==> config.mk <==
export PLATFORM = sky130hd
export DESIGN_NAME = rbt_timing
export DESIGN_NICKNAME = d
export VERILOG_FILES = /design/src/rtl/rbt_pkg.sv /design/src/rtl/rbt_timing.sv
export SDC_FILE = /design/constraint.sdc
export NUM_CORES = 1
export LEC_CHECK = 0
export BUFFER_PORTS_ARGS = -buffer_cell sky130_fd_sc_hd__buf_4
export CAP_MARGIN = 25
export CORE_ASPECT_RATIO = 1.1
export CORE_MARGIN = 2
export CORE_UTILIZATION = 61
export DETAILED_ROUTE_END_ITERATION = 16
export PLACE_DENSITY_LB_ADDON = 0.15
export SLEW_MARGIN = 20
export SYNTH_ARGS = -nofsm -noshare
export SYNTH_HDL_FRONTEND = slang
export SYNTH_SLANG_ARGS = --single-unit
==> constraint.sdc <==
create_clock -name sys_clk_i -period 4.3 [get_ports sys_clk_i]
set_input_delay 0.86 -clock sys_clk_i [delete_from_list [all_inputs] [get_ports sys_clk_i]]
set_output_delay 0.86 -clock sys_clk_i [all_outputs]
set_load 0.02 [all_outputs]
==> src/rtl/rbt_pkg.sv <==
/*
 * rbt_pkg: sub-addresses, field positions, reset values and output levels
 * for the RGB blanking and cut-off reference timing block.
 * Assumes 8-bit register bytes and 8-bit digital video codes (0 = 0 IRE).
 */
package rbt_pkg;

   ////////////////////////////////////////////////////////////////////////////
   // register sub-addresses
   localparam logic [7:0] RBT_ADDR_VIDEO_EN = 8'h00;
   localparam logic [7:0] RBT_ADDR_AGING    = 8'h0F;
   localparam logic [7:0] RBT_ADDR_CUTOFF   = 8'h14;
   localparam logic [7:0] RBT_ADDR_VBLANK   = 8'h15;
   localparam logic [7:0] RBT_ADDR_VSELECT  = 8'h1D;

   ////////////////////////////////////////////////////////////////////////////
   // field positions
   localparam int RBT_BIT_MASTER_EN   = 7;
   localparam int RBT_BIT_RED_EN      = 6;
   localparam int RBT_BIT_GREEN_EN    = 5;
   localparam int RBT_BIT_BLUE_EN     = 4;
   localparam int RBT_BIT_AGING_W     = 1;
   localparam int RBT_BIT_AGING_B     = 0;
   localparam int RBT_POS_REF_LINE    = 3;
   localparam int RBT_BIT_BLANK_DIS   = 1;
   localparam int RBT_BIT_CUTOFF_MODE = 0;
   localparam int RBT_POS_TOP_BLANK   = 4;
   localparam int RBT_POS_BOT_BLANK   = 0;
   localparam int RBT_BIT_VBLANK_SEL  = 0;

   ////////////////////////////////////////////////////////////////////////////
   // reset values
   localparam logic       RBT_RST_MASTER_EN   = 1'h0;
   localparam logic       RBT_RST_CHAN_EN     = 1'h1;
   localparam logic       RBT_RST_AGING       = 1'h0;
   localparam logic       RBT_RST_CUTOFF_MODE = 1'h0;
   localparam logic       RBT_RST_BLANK_DIS   = 1'h0;
   localparam logic [4:0] RBT_RST_REF_LINE    = 5'h00;
   localparam logic [3:0] RBT_RST_BLANK_LINES = 4'h0;
   localparam logic       RBT_RST_VBLANK_SEL  = 1'h1;

   ////////////////////////////////////////////////////////////////////////////
   // line timing and output levels
   localparam logic [5:0] RBT_REF_LINE_BASE = 6'h0A;  // code 0 -> line 10
   localparam int         RBT_LINE_W        = 11;
   localparam logic [7:0] RBT_LVL_BLACK     = 8'h00;  // 0 IRE
   localparam logic [7:0] RBT_LVL_WHITE     = 8'hCC;  // 80 IRE
   localparam logic [7:0] RBT_LVL_BLANK_OFF = 8'h14;  // about 8 IRE
   localparam logic [7:0] RBT_LVL_REF       = 8'h1A;  // cut-off reference pulse

endpackage

==> src/rtl/rbt_timing.sv <==
/*
 * rbt_timing: gates the RGB video codes, places the cut-off reference
 * pulses and the vertical blanking window of each field.
 * Assumes line, sync, blanking and format pins are asynchronous levels,
 * and the register port and video codes come from the sys_clk_i domain.
 */
`timescale 1ns/1ps

// Summary of operation
// Master enable zero blanks all outputs and pulses; clears on reset.
// Channel enables gate only video; reference pulses stay regardless.
// Cutoff mode zero runs automatic loop with pulses; one is manual.
// Manual mode: blanking switch zero blanks, one leaves about 8 IRE.
// Blue pulse line is ten plus the five-bit code after vsync rise.
// With vertical select, top field blanks that many lines after pulse.
// Top step is one line for 480i, two lines otherwise.
// With vertical select, bottom field blanks lines before vsync, same step.
// White aging forces all outputs to 80 IRE unless black aging is also set or master enable is zero.
// Black aging forces all outputs to 0 IRE.
// Line counter restarts on vsync rise, advances per line; windows decode it.
module rbt_timing
   import rbt_pkg::*;
(
   // clock and reset
   input  wire logic       sys_clk_i,
   input  wire logic       resetn_i,
   // line timing pins
   input  wire logic       hsync_pin_i,
   input  wire logic       vsync_pin_i,
   input  wire logic       hblank_pin_i,
   input  wire logic       fmt_480i_pin_i,
   // register port
   input  wire logic       reg_wr_i,
   input  wire logic       reg_rd_i,
   input  wire logic [7:0] reg_addr_i,
   input  wire logic [7:0] reg_wdata_i,
   output logic      [7:0] reg_rdata_o,
   // video in and out
   input  wire logic [7:0] red_i,
   input  wire logic [7:0] green_i,
   input  wire logic [7:0] blue_i,
   output logic      [7:0] red_o,
   output logic      [7:0] green_o,
   output logic      [7:0] blue_o,
   // timing state
   output logic            ref_pulse_o,
   output logic            vblank_o
);

   ////////////////////////////////////////////////////////////////////////////
   // reset release and pin synchronisers
   logic       rst_s1_reg;
   logic       rst_n;
   logic [3:0] pin_s1_reg;
   logic [3:0] pin_s2_reg;
   logic       hs_d_reg;
   logic       vs_d_reg;

   always_ff @(posedge sys_clk_i or negedge resetn_i) begin
      if (!resetn_i) begin
         rst_s1_reg <= 1'h0;
         rst_n      <= 1'h0;
      end else begin
         rst_s1_reg <= 1'h1;
         rst_n      <= rst_s1_reg;
      end
   end

   // two flops per pin, then edge history
   always_ff @(posedge sys_clk_i or negedge rst_n) begin
      if (!rst_n) begin
         pin_s1_reg <= 4'h0;
         pin_s2_reg <= 4'h0;
         hs_d_reg   <= 1'h0;
         vs_d_reg   <= 1'h0;
      end else begin
         pin_s1_reg <= {fmt_480i_pin_i, hblank_pin_i, vsync_pin_i, hsync_pin_i};
         pin_s2_reg <= pin_s1_reg;
         hs_d_reg   <= pin_s2_reg[0];
         vs_d_reg   <= pin_s2_reg[1];
      end
   end

   wire logic hs_rise  = pin_s2_reg[0] & ~hs_d_reg;
   wire logic vs_rise  = pin_s2_reg[1] & ~vs_d_reg;
   wire logic hblank   = pin_s2_reg[2];
   wire logic fmt_480i = pin_s2_reg[3];

   ////////////////////////////////////////////////////////////////////////////
   // control registers
   logic       master_en_reg;
   logic       red_en_reg;
   logic       green_en_reg;
   logic       blue_en_reg;
   logic       aging_w_reg;
   logic       aging_b_reg;
   logic       cutoff_mode_reg;
   logic       blank_dis_reg;
   logic [4:0] ref_line_code_reg;
   logic [3:0] top_blank_reg;
   logic [3:0] bot_blank_reg;
   logic       vblank_sel_reg;

   wire logic wr_video  = reg_wr_i && (reg_addr_i == RBT_ADDR_VIDEO_EN);
   wire logic wr_aging  = reg_wr_i && (reg_addr_i == RBT_ADDR_AGING);
   wire logic wr_cutoff = reg_wr_i && (reg_addr_i == RBT_ADDR_CUTOFF);
   wire logic wr_vblank = reg_wr_i && (reg_addr_i == RBT_ADDR_VBLANK);
   wire logic wr_vsel   = reg_wr_i && (reg_addr_i == RBT_ADDR_VSELECT);

   // register writes by sub-address
   always_ff @(posedge sys_clk_i or negedge rst_n) begin
      if (!rst_n) begin
         master_en_reg     <= RBT_RST_MASTER_EN;
         red_en_reg        <= RBT_RST_CHAN_EN;
         green_en_reg      <= RBT_RST_CHAN_EN;
         blue_en_reg       <= RBT_RST_CHAN_EN;
         aging_w_reg       <= RBT_RST_AGING;
         aging_b_reg       <= RBT_RST_AGING;
         cutoff_mode_reg   <= RBT_RST_CUTOFF_MODE;
         blank_dis_reg     <= RBT_RST_BLANK_DIS;
         ref_line_code_reg <= RBT_RST_REF_LINE;
         top_blank_reg     <= RBT_RST_BLANK_LINES;
         bot_blank_reg     <= RBT_RST_BLANK_LINES;
         vblank_sel_reg    <= RBT_RST_VBLANK_SEL;
      end else begin
         if (wr_video) begin
            master_en_reg <= reg_wdata_i[RBT_BIT_MASTER_EN];
            red_en_reg    <= reg_wdata_i[RBT_BIT_RED_EN];
            green_en_reg  <= reg_wdata_i[RBT_BIT_GREEN_EN];
            blue_en_reg   <= reg_wdata_i[RBT_BIT_BLUE_EN];
         end
         if (wr_aging) begin
            aging_w_reg <= reg_wdata_i[RBT_BIT_AGING_W];
            aging_b_reg <= reg_wdata_i[RBT_BIT_AGING_B];
         end
         if (wr_cutoff) begin
            ref_line_code_reg <= reg_wdata_i[RBT_POS_REF_LINE +: 5];
            blank_dis_reg     <= reg_wdata_i[RBT_BIT_BLANK_DIS];
            cutoff_mode_reg   <= reg_wdata_i[RBT_BIT_CUTOFF_MODE];
         end
         if (wr_vblank) begin
            top_blank_reg <= reg_wdata_i[RBT_POS_TOP_BLANK +: 4];
            bot_blank_reg <= reg_wdata_i[RBT_POS_BOT_BLANK +: 4];
         end
         if (wr_vsel) begin
            vblank_sel_reg <= reg_wdata_i[RBT_BIT_VBLANK_SEL];
         end
      end
   end

   // read-back mux; unmapped sub-addresses read zero
   logic [7:0] rd_mux;
   always_comb begin
      if (reg_addr_i == RBT_ADDR_VIDEO_EN) begin
         rd_mux = {master_en_reg, red_en_reg, green_en_reg, blue_en_reg, 4'h0};
      end else if (reg_addr_i == RBT_ADDR_AGING) begin
         rd_mux = {6'h00, aging_w_reg, aging_b_reg};
      end else if (reg_addr_i == RBT_ADDR_CUTOFF) begin
         rd_mux = {ref_line_code_reg, 1'h0, blank_dis_reg, cutoff_mode_reg};
      end else if (reg_addr_i == RBT_ADDR_VBLANK) begin
         rd_mux = {top_blank_reg, bot_blank_reg};
      end else if (reg_addr_i == RBT_ADDR_VSELECT) begin
         rd_mux = {7'h00, vblank_sel_reg};
      end else begin
         rd_mux = 8'h00;
      end
   end

   always_ff @(posedge sys_clk_i or negedge rst_n) begin
      if (!rst_n) begin
         reg_rdata_o <= 8'h00;
      end else if (reg_rd_i) begin
         reg_rdata_o <= rd_mux;
      end
   end

   ////////////////////////////////////////////////////////////////////////////
   // line counter and field length
   logic [RBT_LINE_W-1:0] line_reg;
   logic [RBT_LINE_W-1:0] field_len_reg;
   wire  logic            line_max = &line_reg;

   always_ff @(posedge sys_clk_i or negedge rst_n) begin
      if (!rst_n) begin
         line_reg      <= '0;
         field_len_reg <= '0;
      end else if (vs_rise) begin
         line_reg      <= '0;
         field_len_reg <= line_reg;
      end else if (hs_rise && !line_max) begin
         line_reg <= line_reg + 1'b1;
      end
   end

   ////////////////////////////////////////////////////////////////////////////
   // window decode from the line counter
   wire logic [5:0] ref_line_b = RBT_REF_LINE_BASE + {1'b0, ref_line_code_reg};
   wire logic [5:0] ref_line_g = ref_line_b - 6'h01;
   wire logic [5:0] ref_line_r = ref_line_b - 6'h02;
   // one line per code step for 480i, two otherwise
   wire logic [4:0] top_lines  = fmt_480i ? {1'b0, top_blank_reg} : {top_blank_reg, 1'b0};
   wire logic [4:0] bot_lines  = fmt_480i ? {1'b0, bot_blank_reg} : {bot_blank_reg, 1'b0};
   wire logic [6:0] top_end    = vblank_sel_reg ? {1'b0, ref_line_b} + {2'b00, top_lines}
                                                : {1'b0, ref_line_b};
   wire logic [RBT_LINE_W-1:0] bot_start = field_len_reg - {{(RBT_LINE_W-5){1'b0}}, bot_lines};
   wire logic top_win = line_reg <= {{(RBT_LINE_W-7){1'b0}}, top_end};
   wire logic bot_win = vblank_sel_reg && (bot_lines != 5'h00)
                        && (field_len_reg > {{(RBT_LINE_W-5){1'b0}}, bot_lines})
                        && (line_reg >= bot_start);
   wire logic vwin    = top_win | bot_win;
   wire logic auto_on = ~cutoff_mode_reg;
   wire logic ref_r   = auto_on && (line_reg == {{(RBT_LINE_W-6){1'b0}}, ref_line_r});
   wire logic ref_g   = auto_on && (line_reg == {{(RBT_LINE_W-6){1'b0}}, ref_line_g});
   wire logic ref_b   = auto_on && (line_reg == {{(RBT_LINE_W-6){1'b0}}, ref_line_b});
   wire logic blank   = vwin | hblank;
   // blanking suppressed only in manual cut-off with the switch set
   wire logic [7:0] blank_lvl = (cutoff_mode_reg && blank_dis_reg) ? RBT_LVL_BLANK_OFF
                                                                  : RBT_LVL_BLACK;

   ////////////////////////////////////////////////////////////////////////////
   // output level selection, highest priority first
   function automatic logic [7:0] pick(input logic en, input logic refp, input logic [7:0] vid,
                                       input logic [7:0] blk, input logic bl, input logic mst,
                                       input logic aw, input logic ab);
      logic [7:0] v;
      v = RBT_LVL_BLACK;
      if (!mst) begin
         v = RBT_LVL_BLACK;
      end else if (ab) begin
         v = RBT_LVL_BLACK;
      end else if (aw) begin
         v = RBT_LVL_WHITE;
      end else if (refp) begin
         v = RBT_LVL_REF;
      end else if (bl) begin
         v = blk;
      end else if (en) begin
         v = vid;
      end
      return v;
   endfunction

   always_ff @(posedge sys_clk_i or negedge rst_n) begin
      if (!rst_n) begin
         red_o       <= RBT_LVL_BLACK;
         green_o     <= RBT_LVL_BLACK;
         blue_o      <= RBT_LVL_BLACK;
         ref_pulse_o <= 1'h0;
         vblank_o    <= 1'h0;
      end else begin
         red_o       <= pick(red_en_reg, ref_r, red_i, blank_lvl, blank,
                             master_en_reg, aging_w_reg, aging_b_reg);
         green_o     <= pick(green_en_reg, ref_g, green_i, blank_lvl, blank,
                             master_en_reg, aging_w_reg, aging_b_reg);
         blue_o      <= pick(blue_en_reg, ref_b, blue_i, blank_lvl, blank,
                             master_en_reg, aging_w_reg, aging_b_reg);
         ref_pulse_o <= master_en_reg & ref_b;
         vblank_o    <= vwin;
      end
   end

   wire logic quiet = master_en_reg && !aging_w_reg && !aging_b_reg;
endmodule

Yosys cells after proc, flatten, opt, wreduce, memory -nomap -nowiden
Index checks and enable logic that the tools add are counted.

word-level totals
  bits in registers = 90
  input bits = 48
  output and inout port bits = 34

cells by class
  $add $sub $neg = 6
  $lt $le $gt $ge = 3
  eq/ne operators = 7
  muxes and demuxes = 29
  bitwise operators = 8
  reductions and logical operators = 18

operator list
  kind                     number
  $mux W8                  22
  $eq A11 B6 Y1            3
  $eq A8 B5 Y1 const B     3
  $mux W11                 2
  $mux W5                  3
  $logic_and A1 B1 Y1      13
  $add A11 B1 Y11 const B  1
  $ge A11 B11 Y1           1
  $gt A11 B5 Y1            1
  $le A11 B7 Y1            1
  $reduce_and A11 Y1       1
  $sub A11 B5 Y11          1
  $eq A8 B4 Y1 const B     1
  $logic_not A8 Y1         1
  $add A6 B5 Y7            1
  $mux W7                  1
  $add A4 B5 Y6 const A    1
  $sub A6 B1 Y6 const B    1
  $sub A6 B2 Y6 const B    1
  $reduce_bool A5 Y1       1
  $and A1 B1 Y1            3
  $not A1 Y1               3
  $or A1 B1 Y1             2
  $reduce_bool A2 Y1       1
  other kinds (2)          2

Depth between registers and ports, before layout
  word-level depth = 12
  gate-level depth with buffers = 20
  mapped depth without buffers = 19

Worst setup path before layout
No wires, ideal clock.

  kind = register to register
  from = reg pin_s2_reg[3]
  to = reg green_o[6]
  setup time = 65 ps
  arrival = 3,816 ps
  data required time = 4,235 ps
  setup slack = 420 ps
  stages on the path, launching flop included = 19
  path through = dfrtp_1 -> clkbuf_1 -> and2_1 -> ha_1 -> inv_1 -> fa_1 -> a21o_1 -> a21oi_1 -> nor2b_1 -> nor3_1 -> xnor2_1 -> ha_1 -> and3_1 -> a221o_1 -> a21oi_1 -> a2bb2oi_1 -> a21oi_1 -> nor3b_1 -> a21o_1

on the way
  cells in the longest elaborated chain, start to end = 12
  elaborated cells on any way between the ends = 19

RTL lines
  what                                                     RTL line           RTL
  start: declaration                                       rbt_timing.sv:55   logic [3:0] pin_s2_reg;
  start signal: assignment                                 rbt_timing.sv:78   pin_s2_reg <= pin_s1_reg;
  branches (longest 5 deep; another with $sub A11 B5 Y11)  --
  $or A1 B1 Y1 (*)                                         rbt_timing.sv:210  wire logic vwin = top_win | bot_win;
  $or A1 B1 Y1 (*)                                         rbt_timing.sv:215  wire logic blank = vwin | hblank;
  $mux W8 (*)                                              rbt_timing.sv:235  end else if (bl) begin
  $mux W8 (*)                                              rbt_timing.sv:233  end else if (refp) begin
  $mux W8 (*)                                              rbt_timing.sv:231  end else if (aw) begin
  $mux W8 (*)                                              rbt_timing.sv:229  end else if (ab) begin
  $mux W8 (*)                                              rbt_timing.sv:227  if (!mst) begin
  end signal: assignment                                   rbt_timing.sv:253  green_o <= pick(green_en_reg, ref_g, green_i, blank_lvl, blank,
  end: declaration                                         rbt_timing.sv:43   output logic [7:0] green_o,

Every way passes the cells marked *.
A chain may end at the register's enable or synchronous reset.

Worst setup path after layout
  from = reg bot_blank_reg[0]
  to = reg blue_o[5]

on the way
  cells in the longest elaborated chain, start to end = 12
  elaborated cells on any way between the ends = 15

RTL lines
  what                                                     RTL line           RTL
  start: declaration                                       rbt_timing.sv:101  logic [3:0] bot_blank_reg;
  start signal: assignment                                 rbt_timing.sv:143  bot_blank_reg <= reg_wdata_i[RBT_POS_BOT_BLANK +: 4];
  $mux W5 (*)                                              rbt_timing.sv:202  wire logic [4:0] bot_lines = fmt_480i ? {1'b0, bot_blank_reg} : {bot_blank_reg, 1'b0};
  branches (longest 3 deep; another with $sub A11 B5 Y11)  --
  $logic_and A1 B1 Y1 (*)                                  rbt_timing.sv:209  && (line_reg >= bot_start);
  $or A1 B1 Y1 (*)                                         rbt_timing.sv:210
  $or A1 B1 Y1 (*)                                         rbt_timing.sv:215
  $mux W8 (*)                                              rbt_timing.sv:235
  $mux W8 (*)                                              rbt_timing.sv:233
  $mux W8 (*)                                              rbt_timing.sv:231
  $mux W8 (*)                                              rbt_timing.sv:229
  $mux W8 (*)                                              rbt_timing.sv:227
  end signal: assignment                                   rbt_timing.sv:255  blue_o <= pick(blue_en_reg, ref_b, blue_i, blank_lvl, blank,
  end: declaration                                         rbt_timing.sv:44   output logic [7:0] blue_o,

Marked as above.

==> results by group <==
Outcome
  – Status: finished clean

Setup path
  – Worst setup EP type: flip-flop
  – Worst Path Arrival: 4.24 ns
  – Top Family by Delay on Critical Path: compound AO/OA/AOI/OAI gates
  – Peak fanout along the critical path: 5
  – Worst Setup SP: bot_blank_reg[0]
  – CP Cell Sequence: and2_1 > ha_1 > inv_1 > fa_1 > a21o_1 > a21oi_1 > nor2b_1 > nor3_1 > xnor2_1 > ha_1 > and3_1 > a221o_1 > a21oi_1 > a2bb2oi_2 > a21oi_2 > and2_4 > and3_1
  – R2R Setup Slk: 0.37 ns
  – Crit path required time: 4.61 ns
  – Reg2Reg Launch Point: bot_blank_reg[0]
  – Reg2reg path depth: 17
  – Startpoint Class: flip-flop
  – Crit Path Class: flip-flop to flip-flop
  – Critical path buffer and inverter count: 1
  – R2R Path End: blue_o[5]
  – Worst path max stage delay: 0.45 ns
  – Crit path max-delay cell type: dfrtp_1

Timing
  – Worst Skew: 0.0141 ns
  – Endpoints failing setup: 0
  – Hold WS: 0.250 ns
  – Period Utilization, post-route: 91.4%
  – Max Transition Viols Final: 0
  – RSZ-0062 raised after global routing: false
  – Final hold violation count: 0
  – Tmin final: 3.93 ns
  – Setup TNS: 0 ns
  – Max Fclk: 0.254 GHz
  – Slew headroom: 46.1%
  – Tightest Pin Transition: 0.802 ns

Logic synthesis
  – Most area-hungry cell type in the Yosys netlist: dfrtp_1
  – Yosys cell types: 63
  – Synth async-reset ratio: 100%
  – Mapped Cells: 472
  – EDFF count, synth: 0
  – Synth cell count leaders: dfrtp_1 (86), mux2_2 (35), nor2_1 (35)
  – Top cells by area, synth: dfrtp_1 (43%), ha_1 (8.0%), mux2_2 (7.9%)
  – Post-synthesis sequential element count: 90
  – Sequential-to-total area share from yosys stat: 45.3%
  – Average size of a mapped cell: 10.6 um^2
  – Synth Cell Area: 4980 um^2
  – Top-area cell type share of the netlist area: 43.2%
  – Main synth FF type: dfrtp_1
  – Most common cell in the netlist: dfrtp_1
  – Syn Nets: 554
  – Synth warn: 0

Cells and area
  – Post-layout net count: 630
  – Synthesis-to-finish area growth: 18.6%
  – Fin util: 74.7%
  – N_diodes: 0
  – Share of layout cells above drive strength 1: 28.4%

CTS
  – CTS sink cnt: 90
  – CTS buffer count: 9
  – Clk_lat worst skew: 0.37 ns
  – Cts hold-fix bufs: 0
  – CTS tree: yes
  – CTS root buffer: clkbuf_8
  – H-tree depth: 3
  – CTS clk-pin slew, worst paths: 0.09 ns
  – CTS max path bufs: 2

Placement
  – Post-DP HPWL: 8.71 mm
  – IO buf count: 81
  – Routability cong.: 0.891

Floorplanning
  – Die area: 8910 um^2
  – Starting density of the core: 63.0%
  – I/O pins: 82
  – Core ar.: 7910 um^2
  – Die height: 98.8 um
  – Die width: 90.2 um
  – FP Rows: 34

Pwr
  – Worst VDD drop: 0.190 mV
  – Final Power: 1.86 mW
  – Leakage: 2.85 nW
  – PD cells: 314 nW/um^2

Route
  – Initial drt markers: 251
  – Post-route ant nets: 0
  – Post-DR wirelength/cell: 17.2 um
  – Via count of the routed design: 3903
  – WL final: 11.3 mm
  – First-pass iteration count of the detailed router: 4
  – Drc violations: 0
  – Via/cell ratio: 5.90

Global route
  – Vias in the first global route: 3957
  – Gr ovfl total: 0
  – Initial antenna violation count: 0
  – Largest net degree at the start of global routing: 51
  – First-pass GRT wire length: 19.3 mm
  – GRT Total Usage: 27.1%

Worst hold path
  – Hold WC Path Type: input port to asynchronous set/reset pin

Job
  – Max cap viols: 0
-- power breakdown --
part	total [mW]	internal (mW)	switching [mW]
clock network	0.545	0.232	0.314
registers	0.932	0.880	0.0529
logic	0.380	0.178	0.201
-- worst max-delay path by stage --
stage | end | slack, ns | cells after the start
detailed placement | green_o[6] | 0.23 | 17
CTS | green_o[6] | 0.18 | 17
global placement | green_o[6] | 0.35 | 15
finish | blue_o[5] | 0.37 | 17
global route | red_o[7] | 0.04 | 19
floorplan | green_o[6] | 0.42 | 18
-- stage by stage --
step           cell area [um^2]  setup slack, ns  instances
2_1_floorplan              4980            0.420        472
3_3_place_gp               5680            0.350        644
3_5_place_dp               5700            0.234        645
4_1_cts                    5890            0.182        661
5_1_grt                    5910           0.0387        661
6_report                   5910            0.370        661
-- kinds of logic after synthesis --
kind of cell               share of synthesized area, %
AOI/OAI and AO/OA                                  12.4
muxes                                              9.31
buffers and inverters                              2.31
xor gates and xnor gates                           6.43
DFF                                                45.3
adders and majority gates                          8.84
other                                            0.0752
and+or+nand+nor                                    15.4
-- what timing repair did --
| action | in CTS | in global routing |
|---|---|---|
| endpoints found under the setup margin | 0 | 21 |
| buffers inserted | 0 | 0 |
| resized for setup | 0 | 5 |
-- cell type report --
class,instances,area (um^2)
repair buffers,85,658
multi-input cells,352,2640
clock buffers,10,138
flip-flops and latches,90,2260
inverters,10,37.5
well taps,108,135
clock inverters,6,48.8
fillers,615,2000
-- placed cells by master, fill, tap and decap left out, types with 3 or more instances in the layout --
cell type / synthesis / routed
dfrtp_1: 86 / 85
buf_4: 0 / 84
mux2_2: 35 / 35
nor2_1: 35 / 35
nand2_1: 34 / 34
ha_1: 32 / 32
a21oi_1: 31 / 28
xnor2_1: 18 / 18
xor2_1: 16 / 16
o21ai_0: 13 / 13
nor2b_1: 10 / 10
inv_1: 10 / 10
nand3_1: 10 / 10
and3_1: 10 / 10
clkbuf_8: 0 / 10
a31oi_1: 9 / 9
a21o_1: 8 / 8
nand2b_1: 7 / 7
mux2i_1: 7 / 7
nor3_1: 6 / 6
nand4_1: 5 / 5
a22oi_1: 5 / 5
and2_1: 4 / 4
or3_1: 4 / 4
dfstp_2: 4 / 4
a31o_2: 3 / 3
nand3b_1: 3 / 3
a21oi_2: 0 / 3
a41oi_1: 3 / 3
-- metal layers --
| metal | wire length [um] | vias up | share of wire, % | GRT usage, % |
|---|---|---|---|---|
| li1 | - | 1848 | - | - |
| met1 | 4910 | 1934 | 43 | 34.9 |
| met2 | 5640 | 93 | 50 | 45.2 |
| met3 | 464 | 28 | 4.1 | 5.50 |
| met4 | 333 | 0 | 2.9 | 11.5 |
| met5 | 0 | - | 0 | 0 |
(Power assumes the default switching activity.)
